[config.mk]
export PLATFORM = sky130hd
export DESIGN_NAME = spp_put_port
export DESIGN_NICKNAME = d
export VERILOG_FILES = /design/src/spp_pkg.sv /design/src/spp_link_sel.sv /design/src/spp_put_port.sv
export VERILOG_INCLUDE_DIRS = /design/src /design/src/src
export SDC_FILE = /design/constraint.sdc
export NUM_CORES = 1
export LEC_CHECK = 0
export ABC_AREA = 1
export BUFFER_PORTS_ARGS = -buffer_cell sky130_fd_sc_hd__buf_2
export CORE_AREA = 2 2 248 250
export CTS_BUF_LIST = sky130_fd_sc_hd__clkbuf_16
export DETAILED_ROUTE_END_ITERATION = 8
export DIE_AREA = 0 0 250 252
export PLACE_DENSITY = 0.66
export SYNTH_ARGS = -nofsm -noshare
export SYNTH_HDL_FRONTEND = slang
export SYNTH_SLANG_ARGS = --single-unit
[constraint.sdc]
create_clock -name sys_clk -period 2.5 [get_ports sys_clk]
set_input_delay 0.25 -clock sys_clk [delete_from_list [all_inputs] [get_ports sys_clk]]
set_output_delay 0.25 -clock sys_clk [all_outputs]
set_load 0.05 [all_outputs]
[src/spp_cfg.svh]
// Constants for the stream put port: instruction fields, codes, latencies
// Assumes a little-endian bit numbering of the instruction word (bit 0 = LSB)
`ifndef SPP_CFG_SVH
`define SPP_CFG_SVH
`define SPP_NUM_LINKS       16
`define SPP_LINK_W          4
`define SPP_DATA_W          32
`define SPP_OPC_HI          31
`define SPP_OPC_LO          26
`define SPP_OPC_PUT         6'h1b
`define SPP_PUT_SEL_BIT     15
`define SPP_MOD_N_BIT       14
`define SPP_MOD_C_BIT       13
`define SPP_MOD_T_BIT       12
`define SPP_MOD_A_BIT       11
`define SPP_RA_HI           20
`define SPP_RA_LO           16
`define SPP_LINK_HI         3
`define SPP_LINK_LO         0
`define SPP_EC_PRIV         5'h07
`define SPP_LAT_FAST        2'h1
`define SPP_LAT_AREA        2'h2
`endif

[src/spp_pkg.sv]
// Types shared by the stream put port
// Assumes spp_cfg.svh sits on the include path
package spp_pkg;
	typedef enum logic [1:0] {
		SPP_IDLE,
		SPP_WAIT,
		SPP_BUSY
	} spp_state_e;
endpackage : spp_pkg

[src/spp_link_sel.sv]
// Link index range check for the stream put port; out of range selects link 0
// Assumes a combinational use inside the put port
`timescale 1ns/1ps
`include "spp_cfg.svh"
module spp_link_sel #(
	parameter int LINK_COUNT = 16
) (
	// Requested link
	input  wire logic [`SPP_LINK_W-1:0] linkIndexField,
	// Resolved link
	output logic      [`SPP_LINK_W-1:0] linkSel
);
	always_comb begin
		if ({1'b0, linkIndexField} >= 5'(LINK_COUNT)) begin
			linkSel = '0;
		end else begin
			linkSel = linkIndexField;
		end
	end
endmodule : spp_link_sel

[src/spp_put_port.sv]
// Summary of operation
// - Link index from instruction bits 0-3; out of range uses link 0.
// - Source register contents drive the selected link's TDATA.
// - Blocking put stalls until the link accepts the word.
// - Non-blocking put never stalls; carry 0 if space, 1 if none.
// - TLAST low for data puts, high for control puts.
// - Test puts act normally but never assert TVALID.
// - Atomic puts block interrupts up to the next non-put instruction or the end of the next non-atomic put.
// - With memory management level nonzero, user mode without permission raises privilege exception, cause 00111.
// - Unstalled put takes 1 cycle, or 2 at area tuning level 1.
// - Stalled blocking put lets interrupts in if extended, not atomic and not following an atomic put.
// - Puts exist only when the link count exceeds zero.
// - Test and atomic forms exist only with extended ops enabled.
// - Four modifier bits decode into 16 distinct variants.
//
// Stream put execution unit facing sixteen outgoing stream links
// Assumes the pipeline holds instrValid and operands until putDone
`timescale 1ns/1ps
`include "spp_cfg.svh"
module spp_put_port #(
	parameter int        STREAM_LINK_COUNT          = 16,
	parameter bit        EXTENDED_STREAM_OPS_ENABLE = 1'b1,
	parameter logic [1:0] MEMORY_MGMT_LEVEL         = 2'h0,
	parameter bit        USER_STREAM_ACCESS_ALLOW   = 1'b0,
	parameter logic [1:0] AREA_TUNING_LEVEL         = 2'h0
) (
	// Clock and reset
	input  wire logic                         sys_clk,
	input  wire logic                         resetn,
	// Pipeline request
	input  wire logic                         instrValid,
	input  wire logic [31:0]                  instrWord,
	input  wire logic [`SPP_DATA_W-1:0]       srcRegData,
	input  wire logic                         userModeFlag,
	input  wire logic                         irqPending,
	// Pipeline answer
	output logic                              putDone,
	output logic                              pipeStall,
	output logic                              carryWrite,
	output logic                              carryFlag,
	output logic                              privException,
	output logic [4:0]                        exceptionCauseField,
	output logic                              illegalInstr,
	output logic                              irqBlock,
	output logic                              irqTake,
	// Outgoing stream links
	output logic [`SPP_NUM_LINKS-1:0]         m_axis_tvalid,
	output logic [`SPP_NUM_LINKS*`SPP_DATA_W-1:0] m_axis_tdata,
	output logic [`SPP_NUM_LINKS-1:0]         m_axis_tlast,
	input  wire logic [`SPP_NUM_LINKS-1:0]    m_axis_tready
);
	spp_pkg::spp_state_e stateReg;
	logic [`SPP_LINK_W-1:0] linkSel;
	logic [`SPP_LINK_W-1:0] curLink_reg;
	logic [1:0]             latCnt_reg;
	logic                   curN_reg, curT_reg, curA_reg;
	logic modN, modC, modT, modA, isPut, extOk, privFail, linkRdy;
	logic [1:0] latCycles;

	function automatic logic decodePut(input logic [31:0] w);
		decodePut = (w[`SPP_OPC_HI:`SPP_OPC_LO] == `SPP_OPC_PUT) &&
			w[`SPP_PUT_SEL_BIT];
	endfunction : decodePut

	assign modN = instrWord[`SPP_MOD_N_BIT];
	assign modC = instrWord[`SPP_MOD_C_BIT];
	assign modT = instrWord[`SPP_MOD_T_BIT];
	assign modA = instrWord[`SPP_MOD_A_BIT];
	assign isPut = (STREAM_LINK_COUNT > 0) && decodePut(instrWord);
	assign extOk = EXTENDED_STREAM_OPS_ENABLE || !(modT || modA);
	assign privFail = (MEMORY_MGMT_LEVEL != 2'h0) && !USER_STREAM_ACCESS_ALLOW
		&& userModeFlag;
	assign latCycles = (AREA_TUNING_LEVEL == 2'h1) ? `SPP_LAT_AREA
		: `SPP_LAT_FAST;
	assign linkRdy = m_axis_tready[curLink_reg];

	spp_link_sel #(
		.LINK_COUNT     (STREAM_LINK_COUNT)
	) u_link_sel (
		.linkIndexField (instrWord[`SPP_LINK_HI:`SPP_LINK_LO]),
		.linkSel        (linkSel)
	);

	// Sequencer and link drive
	always_ff @(posedge sys_clk) begin
		if (!resetn) begin
			stateReg            <= spp_pkg::SPP_IDLE;
			curLink_reg         <= '0;
			latCnt_reg          <= '0;
			curN_reg            <= 1'b0;
			curT_reg            <= 1'b0;
			curA_reg            <= 1'b0;
			putDone             <= 1'b0;
			pipeStall           <= 1'b0;
			carryWrite          <= 1'b0;
			carryFlag           <= 1'b0;
			privException       <= 1'b0;
			exceptionCauseField <= '0;
			illegalInstr        <= 1'b0;
			irqBlock            <= 1'b0;
			irqTake             <= 1'b0;
			m_axis_tvalid       <= '0;
			m_axis_tdata        <= '0;
			m_axis_tlast        <= '0;
		end else begin
			putDone       <= 1'b0;
			carryWrite    <= 1'b0;
			privException <= 1'b0;
			illegalInstr  <= 1'b0;
			irqTake       <= 1'b0;
			case (stateReg)
				spp_pkg::SPP_IDLE: begin
					m_axis_tvalid <= '0;
					if (instrValid && isPut && !extOk) begin
						illegalInstr <= 1'b1;
						putDone      <= 1'b1;
						stateReg     <= spp_pkg::SPP_BUSY;
					end else if (instrValid && isPut && privFail) begin
						privException       <= 1'b1;
						exceptionCauseField <= `SPP_EC_PRIV;
						putDone             <= 1'b1;
						stateReg            <= spp_pkg::SPP_BUSY;
					end else if (instrValid && isPut) begin
						curLink_reg <= linkSel;
						curN_reg    <= modN;
						curT_reg    <= modT;
						curA_reg    <= modA;
						latCnt_reg  <= latCycles;
						m_axis_tdata[linkSel*`SPP_DATA_W +: `SPP_DATA_W]
							<= srcRegData;
						m_axis_tlast[linkSel] <= modC;
						m_axis_tvalid[linkSel] <= !modT
							&& (latCycles == `SPP_LAT_FAST);
						pipeStall   <= 1'b1;
						stateReg    <= spp_pkg::SPP_WAIT;
					end
				end
				spp_pkg::SPP_WAIT: begin
					if (latCnt_reg > 2'h1) begin
						latCnt_reg <= latCnt_reg - 2'h1;
						if (latCnt_reg == 2'h2) begin
							m_axis_tvalid[curLink_reg] <= !curT_reg;
						end
					end else if (curN_reg) begin
						m_axis_tvalid[curLink_reg] <= 1'b0;
						carryWrite <= 1'b1;
						carryFlag  <= !linkRdy;
						putDone    <= 1'b1;
						pipeStall  <= 1'b0;
						irqBlock   <= curA_reg;
						stateReg   <= spp_pkg::SPP_BUSY;
					end else if (linkRdy) begin
						m_axis_tvalid[curLink_reg] <= 1'b0;
						putDone   <= 1'b1;
						pipeStall <= 1'b0;
						irqBlock  <= curA_reg;
						stateReg  <= spp_pkg::SPP_BUSY;
					end else if (irqPending && EXTENDED_STREAM_OPS_ENABLE
						&& !curA_reg && !irqBlock) begin
						irqTake    <= 1'b1;
						m_axis_tvalid[curLink_reg] <= 1'b0;
						pipeStall  <= 1'b0;
						stateReg   <= spp_pkg::SPP_BUSY;
					end
				end
				spp_pkg::SPP_BUSY: begin
					m_axis_tvalid <= '0;
					if (!instrValid) begin
						stateReg <= spp_pkg::SPP_IDLE;
					end
				end
				default: stateReg <= spp_pkg::SPP_IDLE;
			endcase
			if (instrValid && !isPut && stateReg == spp_pkg::SPP_IDLE) begin
				irqBlock <= 1'b0;
			end
		end
	end
endmodule : spp_put_port

==> results of run 1 <==
-- how the worst max path moves through the flow --
stage                 start                 to  cells after the start
6_report        stateReg[1]  m_axis_tdata[131]                     10
5_1_grt         stateReg[1]  m_axis_tdata[216]                     10
4_1_cts         stateReg[1]  m_axis_tdata[124]                      8
3_5_place_dp   instrWord[1]  m_axis_tdata[124]                     11
3_3_place_gp   instrWord[1]  m_axis_tdata[103]                     11
2_1_floorplan  instrWord[0]  m_axis_tdata[427]                     12
-- layout by cell type, fill, tap and decap left out, types with 59 or more instances in the layout --
| cell | instances |
|---|---|
| a211oi_1 | 152 |
| a21oi_1 | 325 |
| buf_2 | 615 |
| buf_4 | 81 |
| clkbuf_16 | 59 |
| dfxtp_1 | 561 |
| inv_1 | 190 |
| nand2_1 | 264 |
| nand3_1 | 60 |
| nor2_1 | 435 |
| nor3_1 | 233 |
| o21ai_0 | 299 |
-- metrics by stage --
stage	setup TNS [ps]	hold slack, ps
after detailed placement	-3850	435
after global placement	-1070	431
after floorplan	0	374
final	0	40.5
after global routing	0	21.5
after CTS	0	7.33
-- critical path, cell delays in order, from the launching register on --
cell and delay, ps:
dfxtp_1 310, inv_1 90, ha_1 180, nand2_1 100
nor2_4 250, buf_6 280, nand3_4 250, nor2_2 220
buf_12 200, o21ai_0 120, a21oi_1 200
-- routing by layer --
metal  track usage [%]  part of all wire (%)
met5                 0                 0.015
met3              6.36                   7.8
met2              45.5                    46
met1              37.1                    42
met4              12.8                   4.4
-- cells by family after synthesis --
kind of cell    share of synthesized area, %
compound gates                          21.3
other cells                           0.0169
buf+inv                                 7.83
simple gates                            19.6
flops                                   50.7
fa+ha+maj                              0.565
-- what timing repair did --
action | CTS | global route
endpoints found under the hold margin | 11 | 0
buffers inserted | 0 | 0
resized for setup | 0 | 2
setup endpoints to repair | 0 | 82
hold buffers | 8 | 0
-- area by class of cell --
| type | instances | area, um2 | share of cell area (%) |
|---|---|---|---|
| clock inverter | 44 | 410 | 1.43 |
| multi-input combinational | 1894 | 9290 | 32.5 |
| timing repair buffer | 741 | 4490 | 15.7 |
| inverter | 195 | 739 | 2.58 |
| tap | 782 | 978 | 3.42 |
| antenna | 3 | 7.51 | 0.0262 |
| sequential | 561 | 11200 | 39.2 |
| clock buffer | 59 | 1480 | 5.16 |
-- report_power, final --
group | total, mW | internal [mW] | switching, mW
logic | 2.75 | 0.725 | 2.02
clock network | 8.77 | 5.08 | 3.70
registers | 9.22 | 9.09 | 0.128
total | 20.7 | 14.9 | 5.85
==> results.py, run 1 <==
metrics = {
    "worst_setup_path": {
        "critPathRequiredTime_ps": 3020,
        "rr_worst_depth": 10,
        "arrival_ps": 2860,
        "reg2reg_to": "m_axis_tdata[131]",
        "reg2reg_from": "stateReg[1]",
        "path_class": "flop to flop",
        "path_max_fanout": 32,
        "endpoint_kind": "flop",
        "worst-r2r-setup-slack_ps": 160,
        "start_kind": "flop",
    },
    "drt": {
        "drc": 0,
        "drtAntennaViolNets": 0,
        "dr.pass1.iters": 6,
        "first_iter_violations": 1873,
        "via_per_inst": 5.30,
        "wl_per_cell_um": 22.1,
        "vias": 22700,
        "wl_um": 94400,
    },
    "global_route": {
        "grt_first_pass_wirelength_um": 136000,
        "grt_pass1_vias": 20900,
        "track_usage_pct": 28.6,
        "antenna_found_initial": 10,
        "grt-ovfl-total": 0,
        "grt_max_degree": 203,
    },
    "sta": {
        "finalMaxSlewViolations": 0,
        "setup_viol": 0,
        "fmax_mhz": 428,
        "hold_violations": 0,
        "fin_skew_ps": 18.1,
        "worst_pin_slew_ps": 876,
        "period_needed_ps": 2340,
        "grt_setup_unrepaired": "no",
        "slew_headroom_pct": 41.6,
        "worst_slack_ps": 162,
        "period_share_pct": 93.5,
    },
    "cts": {
        "clockBufferDepth": 3,
        "numCtsBuffers": 59,
        "cts.sinks": 561,
        "root_buffer": "clkbuf_16",
        "insertion_delay_ps": 610,
        "cts_tree": "built",
        "clk_pin_slew_ps": 60,
        "htreeDepth": 2,
    },
    "logic_synthesis": {
        "synthCells": 2884,
        "ys_seq_elements": 561,
        "yosys.area.top_type": "dfxtp_1",
        "mappedNetlistArea_um2": 22200,
        "synth_top_area_share_pct": 50.7,
        "synth.most_common_cell": "dfxtp_1",
        "async_reset_ff_share_pct": 0,
        "syn_avg_cell_area_um2": 7.68,
        "yosysWarnings": 0,
        "synth_edf_count": 0,
        "yosysSeqAreaShare_pct": 50.7,
        "yosysUniqueCellTypes": 33,
        "synthTopCellsByArea": "dfxtp_1 (51%), nor2_1 (7.5%), a21oi_1 (7.3%), o21ai_0 (6.8%), nor3_1 (5.3%)",
        "ys.flop_type": "dfxtp_1",
        "synth_commonest_cells": "dfxtp_1 (561), nor2_1 (445), a21oi_1 (325), o21ai_0 (299), nand2_1 (264)",
    },
    "worst_hold_path": {
        "whs_path_depth": 3,
        "hold_path_end": "curLink_reg[3]",
        "holdCritStartpoint": "instrWord[3]",
        "hp-class": "input port to flop",
    },
    "status": {
        "status": "finished, final reports clean",
    },
    "die": {
        "die_x_um": 250,
        "fp.dieArea_um2": 63000,
        "io_pins": 642,
        "initial_core_util_pct": 36.9,
        "die_h_um": 252,
        "rows": 90,
        "core_area_um2": 60100,
    },
    "layout": {
        "drive_gt1_share_pct": 24.5,
        "largest_register_ffs": 512,
        "final_cells": 4279,
        "fillCellCount": 6003,
        "largest_register": "m_axis_tdata",
        "area_growth_pct": 29.2,
        "finalNetCount": 3547,
        "final_util_pct": 47.6,
        "reg.largest.list": "m_axis_tdata (512), m_axis_tlast (16), m_axis_tvalid (16)",
        "final_cell_area_um2": 28600,
    },
    "power_and_ir_drop": {
        "power.total_mw": 20.7,
        "power_density_nw_per_um2": 724,
        "p_leak_nw": 12.8,
        "vdd_drop_max_uv": 516,
    },
    "placement": {
        "portBuffers": 616,
        "gp_congestion": 0.885,
        "hpwl_um": 64400,
        "place_area_um2": 26600,
        "preCtsSetupSlack_ps": -150,
        "placed_cells": 4165,
    },
    "job": {
        "max_cap_violations": 0,
    },
}
(Power assumes the default switching activity.)
==> run 2, diff against run 1 <==
--- a/config.mk
+++ b/config.mk
@@ -12,6 +12,7 @@
 export CTS_BUF_LIST = sky130_fd_sc_hd__clkbuf_16
 export DETAILED_ROUTE_END_ITERATION = 8
 export DIE_AREA = 0 0 250 252
+export MAX_ROUTING_LAYER = met4
 export PLACE_DENSITY = 0.66
 export SYNTH_ARGS = -nofsm -noshare
 export SYNTH_HDL_FRONTEND = slang
==> run 2 against run 1 <==
Final area about the same. Die area unchanged. Global-route usage increased by 0.83 points. Sequential power about the same. Flip-flop and latch count unchanged. Largest cell class unchanged. Largest power group unchanged.
==> results.py, run 2 (synthesized netlist as in run 1, its figures left out) <==
metrics = {
    "drt": {
        "drc": 0,
        "wl_um": 94300,
        "first_iter_violations": 1939,
        "vias": 22700,
        "via_per_inst": 5.30,
        "wl_per_cell_um": 22.0,
        "dr.pass1.iters": 5,
        "drtAntennaViolNets": 0,
    },
    "layout": {
        "reg.largest.list": "m_axis_tdata (512), m_axis_tlast (16), m_axis_tvalid (16)",
        "fillCellCount": 6004,
        "largest_register_ffs": 512,
        "final_cell_area_um2": 28600,
        "final_common_cell": "buf_2",
        "mostFrequentLayoutCells": "buf_2 (615), dfxtp_1 (561), nor2_1 (435), a21oi_1 (325), o21ai_0 (299)",
        "final_util_pct": 47.6,
        "area_growth_pct": 29.2,
        "multi_input_area_um2": 9290,
        "final_cells": 4280,
        "regArea_um2": 11200,
        "finalNetCount": 3547,
        "drive_gt1_share_pct": 24.5,
        "largest_register": "m_axis_tdata",
    },
    "power_and_ir_drop": {
        "power_switching_mw": 5.85,
        "p_clk_share_pct": 42.3,
        "p_int_mw": 14.9,
        "p_seq_share_pct": 44.5,
        "switching_share_pct": 28.2,
        "power.total_mw": 20.7,
        "p_leak_nw": 12.8,
        "combinationalPowerShare_pct": 13.3,
        "power_density_nw_per_um2": 724,
        "vdd_drop_max_uv": 516,
    },
    "job": {
        "max_cap_violations": 0,
    },
    "sta": {
        "setup_viol": 0,
        "hold_violations": 0,
        "period_share_pct": 94.2,
        "period_needed_ps": 2350,
        "finalMaxSlewViolations": 0,
        "worst_pin_slew_ps": 883,
        "grt_setup_unrepaired": "no",
        "worst_slack_ps": 145,
        "fin_skew_ps": 15.8,
        "slew_headroom_pct": 41.1,
        "fmax_mhz": 425,
    },
    "worst_setup_path": {
        "path_class": "flop to flop",
        "arrival_ps": 2880,
        "path_max_fanout": 32,
        "path_cells": "inv_1, ha_1, nand2_1, nor2_4, buf_6, nand3_4, nor2_2, buf_12, o21ai_0, a21oi_1",
        "reg2reg_from": "stateReg[1]",
        "crit_path_start": "stateReg[1]",
        "critPathRequiredTime_ps": 3020,
        "endpoint_kind": "flop",
        "cpMaxStageDelayCell": "dfxtp_1",
        "path_delay_family": "simple AND/OR/NAND/NOR gates",
        "slowest_delay_ps": 310,
        "start_kind": "flop",
        "path_buf_inv": 3,
    },
    "placement": {
        "gp_congestion": 0.899,
        "place_area_um2": 26600,
        "hpwl_um": 64400,
        "placed_cells": 4165,
        "portBuffers": 616,
        "preCtsSetupSlack_ps": -150,
    },
    "cts": {
        "cts_tree": "built",
        "htreeDepth": 2,
        "clockBufferDepth": 3,
        "root_buffer": "clkbuf_16",
        "numCtsBuffers": 59,
        "clk_pin_slew_ps": 60,
        "cts.sinks": 561,
        "insertion_delay_ps": 610,
    },
    "status": {
        "status": "finished, final reports clean",
    },
    "die": {
        "die_h_um": 252,
        "core_area_um2": 60100,
        "die_x_um": 250,
        "initial_core_util_pct": 36.9,
        "fp.dieArea_um2": 63000,
        "rows": 90,
        "io_pins": 642,
    },
    "global_route": {
        "grt_first_pass_wirelength_um": 136000,
        "grt-ovfl-total": 0,
        "grt_max_degree": 203,
        "grt_pass1_vias": 20900,
        "track_usage_pct": 29.4,
        "antenna_found_initial": 10,
    },
    "worst_hold_path": {
        "hp-class": "input port to flop",
        "holdCritStartpoint": "instrWord[3]",
    },
}
-- run 2: worst min-delay path: stages --
cell     delay (ps)
buf_2           150
nand2_1         110
a21oi_1          80
-- run 2: through the flow --
step | TNS, ps | hold WS (ps)
after floorplan | 0 | 374
after global placement | -1070 | 431
after detailed placement | -3850 | 435
after CTS | 0 | 7.33
after global routing | 0 | 21.5
final | 0 | 42.6
-- run 2: timing repair --
item / 4_1_cts / 5_1_grt
endpoints found under the hold margin: 11 / 0
endpoints found under the setup margin: 0 / 79
gates resized for setup: 0 / 2
hold buffers: 8 / 0
setup buffers: 0 / 0
-- run 2: power by group through the flow --
stage	Clock, mW	Sequential (mW)	Combinational (mW)
finish	8.77	9.22	2.75
global route	9.25	9.23	2.96
CTS	8.87	9.22	2.72
detailed placement	0	9.41	2.70
global placement	0	9.41	2.70
floorplan	0	9.79	1.39
-- run 2: final cells by class --
class,count,area share (%)
Timing Repair Buffer,741,15.7
Multi-Input combinational cell,1894,32.5
Sequential cell,561,39.2
Clock buffer,59,5.16
Inverter,195,2.58
Antenna cell,4,0.0350
Clock inverter,44,1.43
Tap cell,782,3.42
-- run 2: metal layers --
layer | track usage [%] | wire, um
met1 | 37.2 | 39200
met2 | 45.4 | 43100
met4 | 13.0 | 4220
met5 | - | 0
met3 | 6.25 | 7700
-- run 2: path summary, 6_finish.rpt --
| path | end | slack [ps] | depth (start not counted) |
|---|---|---|---|
| setup reg to reg | m_axis_tdata[131] | 150 | 10 |
| hold reg to reg | m_axis_tdata[23] | 440 | 2 |
| hold / removal | curLink_reg[3] | 40 | 3 |
| setup / recovery | m_axis_tdata[131] | 150 | 10 |
